`config.mk`:
```
export PLATFORM = sky130hd
export DESIGN_NAME = pbg_port
export DESIGN_NICKNAME = d
export VERILOG_FILES = /design/src/include/pbg_pkg.sv /design/src/hdl/pbg_port.sv
export SDC_FILE = /design/constraint.sdc
export NUM_CORES = 1
export LEC_CHECK = 0
export BUFFER_PORTS_ARGS = -buffer_cell sky130_fd_sc_hd__buf_2
export CORE_UTILIZATION = 40
export CTS_CLUSTER_DIAMETER = 80
export DETAILED_ROUTE_END_ITERATION = 12
export PLACE_DENSITY = 0.64
export SETUP_SLACK_MARGIN = 0.1
export SLEW_MARGIN = 10
export SYNTH_ARGS = -nofsm -noshare
export SYNTH_HDL_FRONTEND = slang
export SYNTH_SLANG_ARGS = --single-unit
```
`constraint.sdc`:
```
create_clock -name clk_in -period 2.3 [get_ports clk_in]
set_input_delay 0.23 -clock clk_in [delete_from_list [all_inputs] [get_ports clk_in]]
set_output_delay 0.23 -clock clk_in [all_outputs]
set_load 0.02 [all_outputs]
```
`src/include/pbg_pkg.sv`:
```
// constants, state layout and helper functions of the port b gpio block
// assumes a 32-bit classic wishbone slave port on a 125 MHz clock
package pbg_pkg;

  // ****************************************
  // bus geometry and register indices
  // ****************************************
  localparam int          ADR_W    = 18;
  localparam int          DAT_W    = 32;
  localparam logic [15:0] DIR_IDX  = 16'hffd4;
  localparam logic [15:0] LAT_IDX  = 16'hffd6;
  localparam logic [15:0] FUNC_IDX = 16'hffd8;
  localparam logic [15:0] DMA_IDX  = 16'hffda;
  localparam logic [17:0] DIR_ADR  = {DIR_IDX, 2'b00};
  localparam logic [17:0] LAT_ADR  = {LAT_IDX, 2'b00};
  localparam logic [17:0] FUNC_ADR = {FUNC_IDX, 2'b00};
  localparam logic [17:0] DMA_ADR  = {DMA_IDX, 2'b00};

  // ****************************************
  // reset and read values
  // ****************************************
  localparam logic [7:0]  DIR_RST  = 8'h00;
  localparam logic [7:0]  LAT_RST  = 8'h00;
  localparam logic [7:0]  DIR_READ = 8'hff;

  // ****************************************
  // field positions
  // ****************************************
  localparam int FN_PAT   = 0;   // pattern_enable_12..15 at bits 3:0
  localparam int FN_TRIG  = 4;   // ad_trigger_enable
  localparam int FN_CSEL  = 5;   // chip_select_seven_enable
  localparam int FN_TMR_A = 6;   // timer4_comp_a_output_enable
  localparam int FN_TMR_B = 7;   // timer4_comp_b_output_enable
  localparam int FN_CMD   = 8;   // timer_combination_mode_bit
  localparam int DMA_CH0  = 0;   // channel 0 source fields at bits 4:0
  localparam int DMA_CH1  = 8;   // channel 1 source fields at bits 12:8
  localparam int SRC_A2   = 4;   // transfer_source_a_bit2
  localparam int SRC_A1   = 3;
  localparam int SRC_A0   = 2;
  localparam int SRC_B2   = 1;   // transfer_source_b_bit2
  localparam int SRC_B1   = 0;
  localparam int PIN_SH   = 4;   // lowest shared pin
  localparam int PIN_TB   = 5;
  localparam int PIN_TA   = 4;
  localparam int PIN_CS   = 6;
  localparam int PIN_AD   = 7;

  // ****************************************
  // state of the block
  // ****************************************
  typedef struct packed {
    logic [7:0]  dir;
    logic [7:0]  lat;
    logic [8:0]  func;
    logic [4:0]  dma0;
    logic [4:0]  dma1;
    logic        ack;
    logic [15:0] rdat;
    logic [7:0]  pin_o;
    logic [7:0]  pin_oe;
    logic        trig_n;
    logic        req1_n;
    logic        req0_n;
  } pbg_state_t;

  localparam pbg_state_t ST_RST = '{trig_n: 1'b1, req1_n: 1'b1, req0_n: 1'b1, default: '0};

  // external request mode decode of one dma channel's source fields
  function automatic logic ext_req(input logic [4:0] f);
    if (!(f[SRC_A2] && f[SRC_A1]))
      return f[SRC_B2] & f[SRC_B1];
    return f[SRC_B2] & (!f[SRC_A0] | f[SRC_B1]);
  endfunction

  // byte-lane merge of a 16-bit register
  function automatic logic [15:0] lane_wr(input logic [15:0] old, input logic [15:0] wd,
                                          input logic [1:0] sel);
    return {sel[1] ? wd[15:8] : old[15:8], sel[0] ? wd[7:0] : old[7:0]};
  endfunction

endpackage

```
`src/hdl/pbg_port.sv`:
```
// port b gpio with pin function mux for pins 7 to 4
// assumes classic wishbone master, pins synchronous to clk_in, standby levels from power control
// What this block does
// - eight two-way pins, all inputs after reset or on entering hardware standby.
// - direction bit n set makes pin n an output, cleared makes it an input.
// - the direction register is write-only and reads back as all ones.
// - the direction register clears on reset and hardware standby and holds in software standby.
// - in software standby every output pin keeps driving its current level.
// - a data read returns the latch bit where the direction bit is set and the pin level where it is clear.
// - the data latch clears on reset and hardware standby and holds in software standby.
// - pin 7 is an input, a port output, or pattern output 15 by direction and pattern enable.
// - pin 7 feeds the a/d trigger input whenever the trigger enable is set.
// - pin 7 feeds the channel 1 dma request when channel 1 selects external requests.
// - pin 6 drives chip select 7 when enabled, else selects like pin 7 with pattern output 14.
// - pin 6 feeds the channel 0 dma request when channel 0 selects external requests.
// - pin 5 drives timer 4 output b when its enable and combination mode are set, else pattern 13.
// - pin 4 drives timer 4 output a when its enable and combination mode are set, else pattern 12.
`timescale 1ns/1ns

module pbg_port
(
  input  wire logic                    clk_in,
  input  wire logic                    nrst_in,
  input  wire logic                    hw_standby_in,
  input  wire logic                    sw_standby_in,
  input  wire logic                    cyc_in,
  input  wire logic                    stb_in,
  input  wire logic                    we_in,
  input  wire logic [pbg_pkg::ADR_W-1:0] adr_in,
  input  wire logic [3:0]              sel_in,
  input  wire logic [pbg_pkg::DAT_W-1:0] dat_in,
  output logic [pbg_pkg::DAT_W-1:0]    dat_out,
  output logic                         ack_out,
  input  wire logic [7:0]              pin_in,
  output logic [7:0]                   pin_out,
  output logic [7:0]                   pin_oe_out,
  input  wire logic [3:0]              pattern_out_in,
  input  wire logic                    chip_select_seven_n_in,
  input  wire logic                    timer4_complementary_out_a_in,
  input  wire logic                    timer4_complementary_out_b_in,
  output logic                         ad_external_trigger_n_out,
  output logic                         dma_request_ch1_n_out,
  output logic                         dma_request_ch0_n_out
);
  import pbg_pkg::*;

  // ****************************************
  // state registers
  // ****************************************
  pbg_state_t s_q;
  pbg_state_t s_d;
  logic       hit;
  logic [1:0] sel;
  logic [1:0] ps;
  logic [15:0] wd;
  logic [15:0] mrg;  // byte-lane merged write value

  // ****************************************
  // next state
  // ****************************************

  // bus decode, register writes and pin function selection
  always_comb
  begin
    s_d = s_q;
    s_d.ack = 1'b0;
    hit = cyc_in && stb_in && !s_q.ack;
    sel = sel_in[1:0];
    wd = dat_in[15:0];
    ps = 2'b00;
    mrg = '0;
    if (hit)
    begin
      s_d.ack = 1'b1;
      s_d.rdat = '0;
      if (adr_in == DIR_ADR)
      begin
        s_d.rdat[7:0] = DIR_READ;
        if (we_in && sel[0])
          s_d.dir = wd[7:0];
      end
      else if (adr_in == LAT_ADR)
      begin
        s_d.rdat[7:0] = (s_q.lat & s_q.dir) | (pin_in & ~s_q.dir);
        if (we_in && sel[0])
          s_d.lat = wd[7:0];
      end
      else if (adr_in == FUNC_ADR)
      begin
        s_d.rdat = {7'h00, s_q.func};
        if (we_in)
        begin
          mrg = lane_wr({7'h00, s_q.func}, wd, sel);
          s_d.func = mrg[8:0];
        end
      end
      else if (adr_in == DMA_ADR)
      begin
        s_d.rdat = {3'h0, s_q.dma1, 3'h0, s_q.dma0};
        if (we_in)
        begin
          mrg = lane_wr(s_d.rdat, wd, sel);
          s_d.dma0 = mrg[DMA_CH0 +: 5];
          s_d.dma1 = mrg[DMA_CH1 +: 5];
        end
      end
    end
    // pins freeze in software standby
    if (!sw_standby_in)
    begin
      s_d.pin_oe = s_q.dir;
      s_d.pin_o = s_q.lat;
      for (int i = 0; i < 4; i++)
      begin
        ps = {s_q.dir[PIN_SH+i],
              s_q.func[FN_PAT+i] ? pattern_out_in[i] : s_q.lat[PIN_SH+i]};
        s_d.pin_oe[PIN_SH+i] = ps[1];
        s_d.pin_o[PIN_SH+i] = ps[0];
      end
      if (s_q.func[FN_CSEL])
      begin
        s_d.pin_oe[PIN_CS] = 1'b1;
        s_d.pin_o[PIN_CS] = chip_select_seven_n_in;
      end
      if (s_q.func[FN_TMR_B] && s_q.func[FN_CMD])
      begin
        s_d.pin_oe[PIN_TB] = 1'b1;
        s_d.pin_o[PIN_TB] = timer4_complementary_out_b_in;
      end
      if (s_q.func[FN_TMR_A] && s_q.func[FN_CMD])
      begin
        s_d.pin_oe[PIN_TA] = 1'b1;
        s_d.pin_o[PIN_TA] = timer4_complementary_out_a_in;
      end
    end
    // inputs routed to other units, idle high when not selected
    s_d.trig_n = s_q.func[FN_TRIG] ? pin_in[PIN_AD] : 1'b1;
    s_d.req1_n = ext_req(s_q.dma1) ? pin_in[PIN_AD] : 1'b1;
    s_d.req0_n = ext_req(s_q.dma0) ? pin_in[PIN_CS] : 1'b1;
    // hardware standby reinitialises everything
    if (hw_standby_in)
      s_d = ST_RST;
  end

  // state register
  always_ff @(posedge clk_in or negedge nrst_in)
  begin
    if (!nrst_in)
      s_q <= ST_RST;
    else
      s_q <= s_d;
  end

  // ****************************************
  // outputs
  // ****************************************

  // all outputs straight from the state register
  assign dat_out                   = {16'h0000, s_q.rdat};
  assign ack_out                   = s_q.ack;
  assign pin_out                   = s_q.pin_o;
  assign pin_oe_out                = s_q.pin_oe;
  assign ad_external_trigger_n_out = s_q.trig_n;
  assign dma_request_ch1_n_out     = s_q.req1_n;
  assign dma_request_ch0_n_out     = s_q.req0_n;
endmodule

```
==> results_dict.tcl, run 1 <==
set metrics [dict create \
    outcome "finished clean" \
    synth_edf_count 0 \
    hold_depth 3 \
    n_antenna_cell 0 \
    synth_largest_area_cell "dfrtp_1" \
    coreArea_sq_mm 0.00889 \
    worstMarginPinSlew_ps 644 \
    fin_area_sq_mm 0.00433 \
    synth_cell_types 38 \
    ant_nets 0 \
    dp_slack_ps 175 \
    cp.arrival_ps 2180 \
    synthTopCellsByCount "65 x dfrtp_1, 48 x buf_4, 42 x mux2i_1, 37 x nand2_1, 28 x nor2_1" \
    syn_avg_cell_area_sq_um 9.43 \
    h-tree-depth 3 \
    routed-via-count 3162 \
    hold_path_startpoint "dat_in[12]" \
    relSlewSlack_pct 56.9 \
    leakage_nw 2.07 \
    path_clk_slew_ps 70 \
    routed_wirelength_um 9610 \
    dr.pass1.iters 5 \
    antenna_found_initial 0 \
    drc 0 \
    crit_chain "nand3b_1, buf_4, or4_1, o21ai_0, a21oi_1" \
    switching_share_pct 24.3 \
    wl_per_cell_um 16.8 \
    clock_path_buffers 2 \
    synth_seq_cells 68 \
    finalWorstSetupSlack_ps 345 \
    worstPathRequired_ps 2520 \
    placedCellCount 555 \
    rows 34 \
    cp_max_fo 11 \
    syn_inst 398 \
    crit_start "ack_out$_DFF_PN0_" \
    start_util_pct 42.2 \
    worstReg2RegStart "ack_out$_DFF_PN0_" \
    instances_no_fill 572 \
    seq_power_share_pct 45.6 \
    r2r_cells 5 \
    port_buffers 87 \
    finalSetupTns_ps 0 \
    yosys_warnings 0 \
    die_w_um 98.9 \
    p_comb_share_pct 8.6 \
    finalSetupViolations 0 \
    avgViaCountPerCell 5.53 \
    cts_buffers 9 \
    synth_area_leaders "dfrtp_1 43%, mux2i_1 11%, buf_4 9.6%, nand2_1 3.7%, nand2b_1 3.5%" \
    rsz0062_at_grt "false" \
    r2r-end "s_q[70]$_DFFE_PN0P_" \
    critPathLaunchType "flip-flop" \
    hp-class "input port to flip-flop" \
    grt_overflow_total 0 \
    finalNetCount 535 \
    post_cts_buffers 0 \
    fmax_mhz 512 \
    area_growth_pct 15.4 \
    clock-root-buffer "clkbuf_8" \
    grt_pass1_vias 3061 \
    clockPowerShare_pct 45.8 \
    synth_most_common_cell "dfrtp_1" \
    power.density_mw_per_mm2 609 \
    placed_area_sq_mm 0.00408 \
    slowest_stage "or4_1" \
    cts_tree "yes" \
    final-hold-violation-count 0 \
    yosysSeqAreaShare_pct 45.4 \
    min_period_over_period_pct 85.0 \
    dp_hpwl_um 6920 \
    grt_max_degree 69 \
    syn_area_sq_mm 0.00375 \
    ios 128 \
    power_switching_uw 640 \
    path_class "flip-flop to flip-flop" \
    critical-path-max-stage-delay_ps 700 \
    die_y_um 98.9 \
    skew_ps 7.88 \
    grt.total_usage_pct 20.6 \
    die_area_sq_mm 0.00978 \
    ir_worst_vdd_v 0.000321 \
    worst_setup_path_end_kind "flip-flop" \
    drive_gt1_share_pct 26.5 \
    synthFlopType "dfrtp_1" \
    worstSetupEndpoint "s_q[70]$_DFFE_PN0P_" \
    intPower_mw 2.00 \
    netlist.area_leader.share_pct 43.3 \
    cts.sink_count 68 \
    r2r_slack_ps 350 \
    drtIter0Drc 239 \
    total_power_mw 2.64 \
    grt_pass1_wl_um 15600 \
    globalplace.congestion 0.920 \
    async_reset_ff_share_pct 100 \
    worstSkewPairLatency_ps 350 \
    drv_slew 0 \
    layout_min_cycle_time_ps 1950 \
    maxCapViolCount 0 \
]
-- routing by layer --
layer  track usage (%)  share of wire (%)  vias up
met5                 0                  0        -
met4              6.77                1.8        0
met3              3.62                7.8       15
met2              32.3                 47      136
met1              29.0                 43     1557
li1                  -                  -     1454
-- critical path, delay by kind of cell (launching register included) --
kind                   cells  cell delay, ps
buffers and inverters      1             190
and+or+nand+nor            2             880
DFF                        1             410
AOI/OAI and AO/OA          2             360
-- through the flow --
stage	util, %	hold slack [ps]
finish	48.7	123
global route	48.7	119
CTS	48.7	118
detailed placement	45.9	286
global placement	45.9	278
floorplan	-	-65.6
-- worst min-delay path by stage --
stage | endpoint | slack, ps
final | s_q[40]$_DFFE_PN0P_ | 120
after global routing | s_q[40]$_DFFE_PN0P_ | 120
after CTS | s_q[38]$_DFFE_PN0P_ | 120
after detailed placement | pin_oe_out[7]$_DFFE_PN0P_ | 290
after global placement | pin_oe_out[7]$_DFFE_PN0P_ | 280
after floorplan | ack_out$_DFF_PN0_ | -70
-- power groups by stage --
stage | logic (mW) | clock network (mW) | registers [mW]
finish | 0.227 | 1.21 | 1.20
global route | 0.249 | 1.27 | 1.20
CTS | 0.228 | 1.22 | 1.20
detailed placement | 0.226 | 0 | 1.23
global placement | 0.223 | 0 | 1.23
floorplan | 0.137 | 0 | 1.23
-- placed cells by master, fill, tap and decap left out, types with 2 or more instances in the layout --
| cell | netlist | layout |
|---|---|---|
| o21ai_0 | 18 | 18 |
| nand2_1 | 37 | 37 |
| nor2_1 | 28 | 28 |
| dfrtp_1 | 65 | 65 |
| mux2i_1 | 42 | 42 |
| a211oi_1 | 3 | 3 |
| clkbuf_8 | 0 | 9 |
| and3_1 | 2 | 2 |
| and4_1 | 3 | 3 |
| nand2b_1 | 21 | 21 |
| nor4b_1 | 2 | 2 |
| buf_4 | 48 | 10 |
| nand3_1 | 26 | 26 |
| or4_1 | 3 | 2 |
| a221oi_1 | 2 | 2 |
| conb_1 | 1 | 19 |
| or3_1 | 2 | 2 |
| bufinv_16 | 0 | 3 |
| nor4_1 | 4 | 3 |
| nand4b_1 | 2 | 2 |
| nand4_1 | 7 | 7 |
| o2111ai_1 | 5 | 5 |
| a21oi_1 | 21 | 21 |
| a22o_1 | 4 | 4 |
| buf_12 | 0 | 2 |
| inv_1 | 8 | 8 |
| nor3_1 | 7 | 7 |
| buf_2 | 4 | 87 |
| a211o_1 | 2 | 2 |
| dfstp_2 | 3 | 3 |
| a31oi_1 | 4 | 4 |
-- kinds of logic (layout without fill, tap and decap cells) --
logic type	Yosys count	in the layout	synth area share (%)
simple gates	150	150	20.9
buf+inv	77	125	12.6
flops	68	68	45.4
compound gates	60	60	9.70
mux	42	42	11.2
other cells	1	19	0.0999
-- flip-flops by register name (all words and copies together) (netlist names) --
| name | flops |
|---|---|
| pin_oe_out | 8 |
| s_q | 35 |
| ad_external_trigger_n_out | 1 |
| dat_out | 13 |
| ack_out | 1 |
| dma_request_ch0_n_out | 1 |
| pin_out | 8 |
| dma_request_ch1_n_out | 1 |
-- area by class of cell --
class | instances | area [sq um]
Inverter | 9 | 33.8
Sequential cell | 68 | 1710
Clock inverter | 6 | 111
Clock buffer | 10 | 128
Tap cell | 108 | 135
Timing Repair Buffer | 100 | 561
Fill cell | 850 | 4560
Multi-Input combinational cell | 271 | 1660
-- what timing repair did --
item,CTS,global route
hold endpoints to repair,65,0
endpoints found under the setup margin,0,8
resized for setup,0,1
hold buffers,1,0
Note: power is estimated with default switching activity, not from simulation.
==> run 2, diff against run 1 <==
==> constraint.sdc (replaced) <==
create_clock -name clk_in -period 2 [get_ports clk_in]
set_input_delay 0.2 -clock clk_in [delete_from_list [all_inputs] [get_ports clk_in]]
set_output_delay 0.2 -clock clk_in [all_outputs]
set_load 0.02 [all_outputs]
==> run 2 against run 1 <==
Net effect:
- sequential cell count unchanged
- register-to-register slack got worse by 240 ps
- power is 20% higher
- utilization rose by 1.1 points
- setup slack worse by 240 ps
- hold slack worse by 29 ps
- first-iteration DRC count down 1.3%
- cell area is 2.2% higher
- sequential power rose by 15%
- largest power group unchanged
- highest routed layer unchanged
==> results_dict.tcl, run 2 (synthesis gave the netlist of run 1 again) <==
set metrics [dict create \
    antenna_found_initial 0 \
    relSlewSlack_pct 55.7 \
    drive_gt1_share_pct 28.5 \
    grt_max_degree 34 \
    dp_hpwl_um 7090 \
    mostFrequentLayoutCell "buf_2" \
    grt_pass1_vias 3046 \
    grt_overflow_total 0 \
    worstSkewPairLatency_ps 350 \
    n_antenna_cell 0 \
    total_power_mw 3.16 \
    drv_slew 0 \
    wl_per_cell_um 16.8 \
    worstPathRequired_ps 2270 \
    outcome "finished clean" \
    worstMarginPinSlew_ps 663 \
    grt_pass1_wl_um 15700 \
    crit_start "ack_out$_DFF_PN0_" \
    finalSetupViolations 0 \
    hp-class "input port to flip-flop" \
    ios 128 \
    die_area_sq_mm 0.00978 \
    final_cell_mix "87 x buf_2, 64 x dfrtp_1, 42 x mux2i_1, 37 x nand2_1, 28 x nor2_1" \
    rsz0062_at_grt "true" \
    ir_worst_vdd_v 0.000317 \
    drtIter0Drc 236 \
    rows 34 \
    critical-path-max-stage-delay_ps 490 \
    finalNetCount 541 \
    coreArea_sq_mm 0.00889 \
    drc 0 \
    path_clk_slew_ps 80 \
    worst_setup_path_end_kind "flip-flop" \
    placed_area_sq_mm 0.00413 \
    crit_chain "nand3b_1, or3_4, or4_4, buf_6, mux2i_1" \
    port_buffers 87 \
    crit_family "simple AND/OR/NAND/NOR gates" \
    min_period_over_period_pct 94.5 \
    power.density_mw_per_mm2 714 \
    final-hold-violation-count 0 \
    die_y_um 98.9 \
    largest_reg_flops 35 \
    leakage_nw 2.12 \
    area_growth_pct 17.9 \
    skew_ps 6.37 \
    avgViaCountPerCell 5.46 \
    die_w_um 98.9 \
    fin_area_sq_mm 0.00443 \
    fmax_mhz 529 \
    worstReg2RegStart "ack_out$_DFF_PN0_" \
    hold_path_startpoint "dat_in[11]" \
    cts.sink_count 68 \
    routed_wirelength_um 9730 \
    crit_buf_inv 1 \
    ant_nets 0 \
    cts_tree "yes" \
    cp.arrival_ps 2160 \
    cts_buffers 9 \
    slowest_stage "or4_4" \
    clock_path_buffers 2 \
    final_util_pct 49.8 \
    maxCapViolCount 0 \
    path_class "flip-flop to flip-flop" \
    layout_min_cycle_time_ps 1890 \
    grt.total_usage_pct 21.0 \
    cp_max_fo 8 \
    h-tree-depth 3 \
    top_register "s_q" \
    globalplace.congestion 0.859 \
    clock-root-buffer "clkbuf_8" \
    dr.pass1.iters 5 \
    routed-via-count 3157 \
    finalSetupTns_ps 0 \
    start_util_pct 42.2 \
    critPathLaunchType "flip-flop" \
]
run 2: changes by cell type in the layout (fill, tap and decap cells not counted), sizes merged:
| cell | before | now |
|---|---|---|
| inv | 10 | 9 |
| buf | 99 | 105 |
| bufinv | 3 | 4 |
run 2: through the flow:
step,instances,hold WS (ps),setup slack [ps]
after floorplan,416,-95.6,99.4
after global placement,561,262,112
after detailed placement,561,263,55.7
after CTS,578,82.0,79.1
after global routing,578,91.3,50.7
final,578,93.6,110
run 2: report_power, final:
part           total, mW  internal, mW  switching (mW)  leakage (nW)
clock               1.51         0.957           0.551         0.127
sequential          1.38          1.38         0.00290         0.935
combinational      0.269        0.0901           0.179          1.06
total               3.16          2.43           0.732          2.12
run 2: worst reg2reg max path, stage by stage, from the launching register on:
cell	delay, ps
dfrtp_2	400
nand3b_1	190
or3_4	400
or4_4	490
buf_6	170
mux2i_1	170
run 2: final cells by class:
cell class                 instances  area (sq um)
clock buffer                      10           128
clock inverter                     6           136
fill                             838          4470
inverter                           9          33.8
multi-input combinational        271          1680
sequential                        68          1710
tap                              108           135
timing repair buffer             106           609
run 2: path summary, 6_finish.rpt:
check / slack, ps / cells past startpoint / end
worst max-delay path: 110 / 5 / s_q[56]$_DFFE_PN0P_
worst min-delay path: 90 / 3 / s_q[39]$_DFFE_PN0P_
max in group asynchronous: 920 / 3 / ad_external_trigger_n_out$_DFF_PN1_
worst min register to register: 460 / 1 / dma_request_ch1_n_out$_DFF_PN1_
min in group asynchronous: 410 / 2 / s_q[62]$_DFFE_PN0P_
worst max register to register: 110 / 5 / s_q[56]$_DFFE_PN0P_
run 2: repair_timing:
action | 4_1_cts | 5_1_grt
endpoints found under the setup margin | 18 | 12
resized for setup | 3 | 3
hold buffers | 1 | 0
buffers inserted | 0 | 0
hold endpoints to repair | 23 | 0
run 2: routing by layer:
metal | vias to the layer above | part of all wire [%] | global-route usage, %
met5 | - | 0 | 0
met4 | 0 | 2.2 | 9.18
met3 | 23 | 5.5 | 3.19
met2 | 135 | 48 | 33.7
met1 | 1531 | 44 | 28.2
li1 | 1468 | - | -
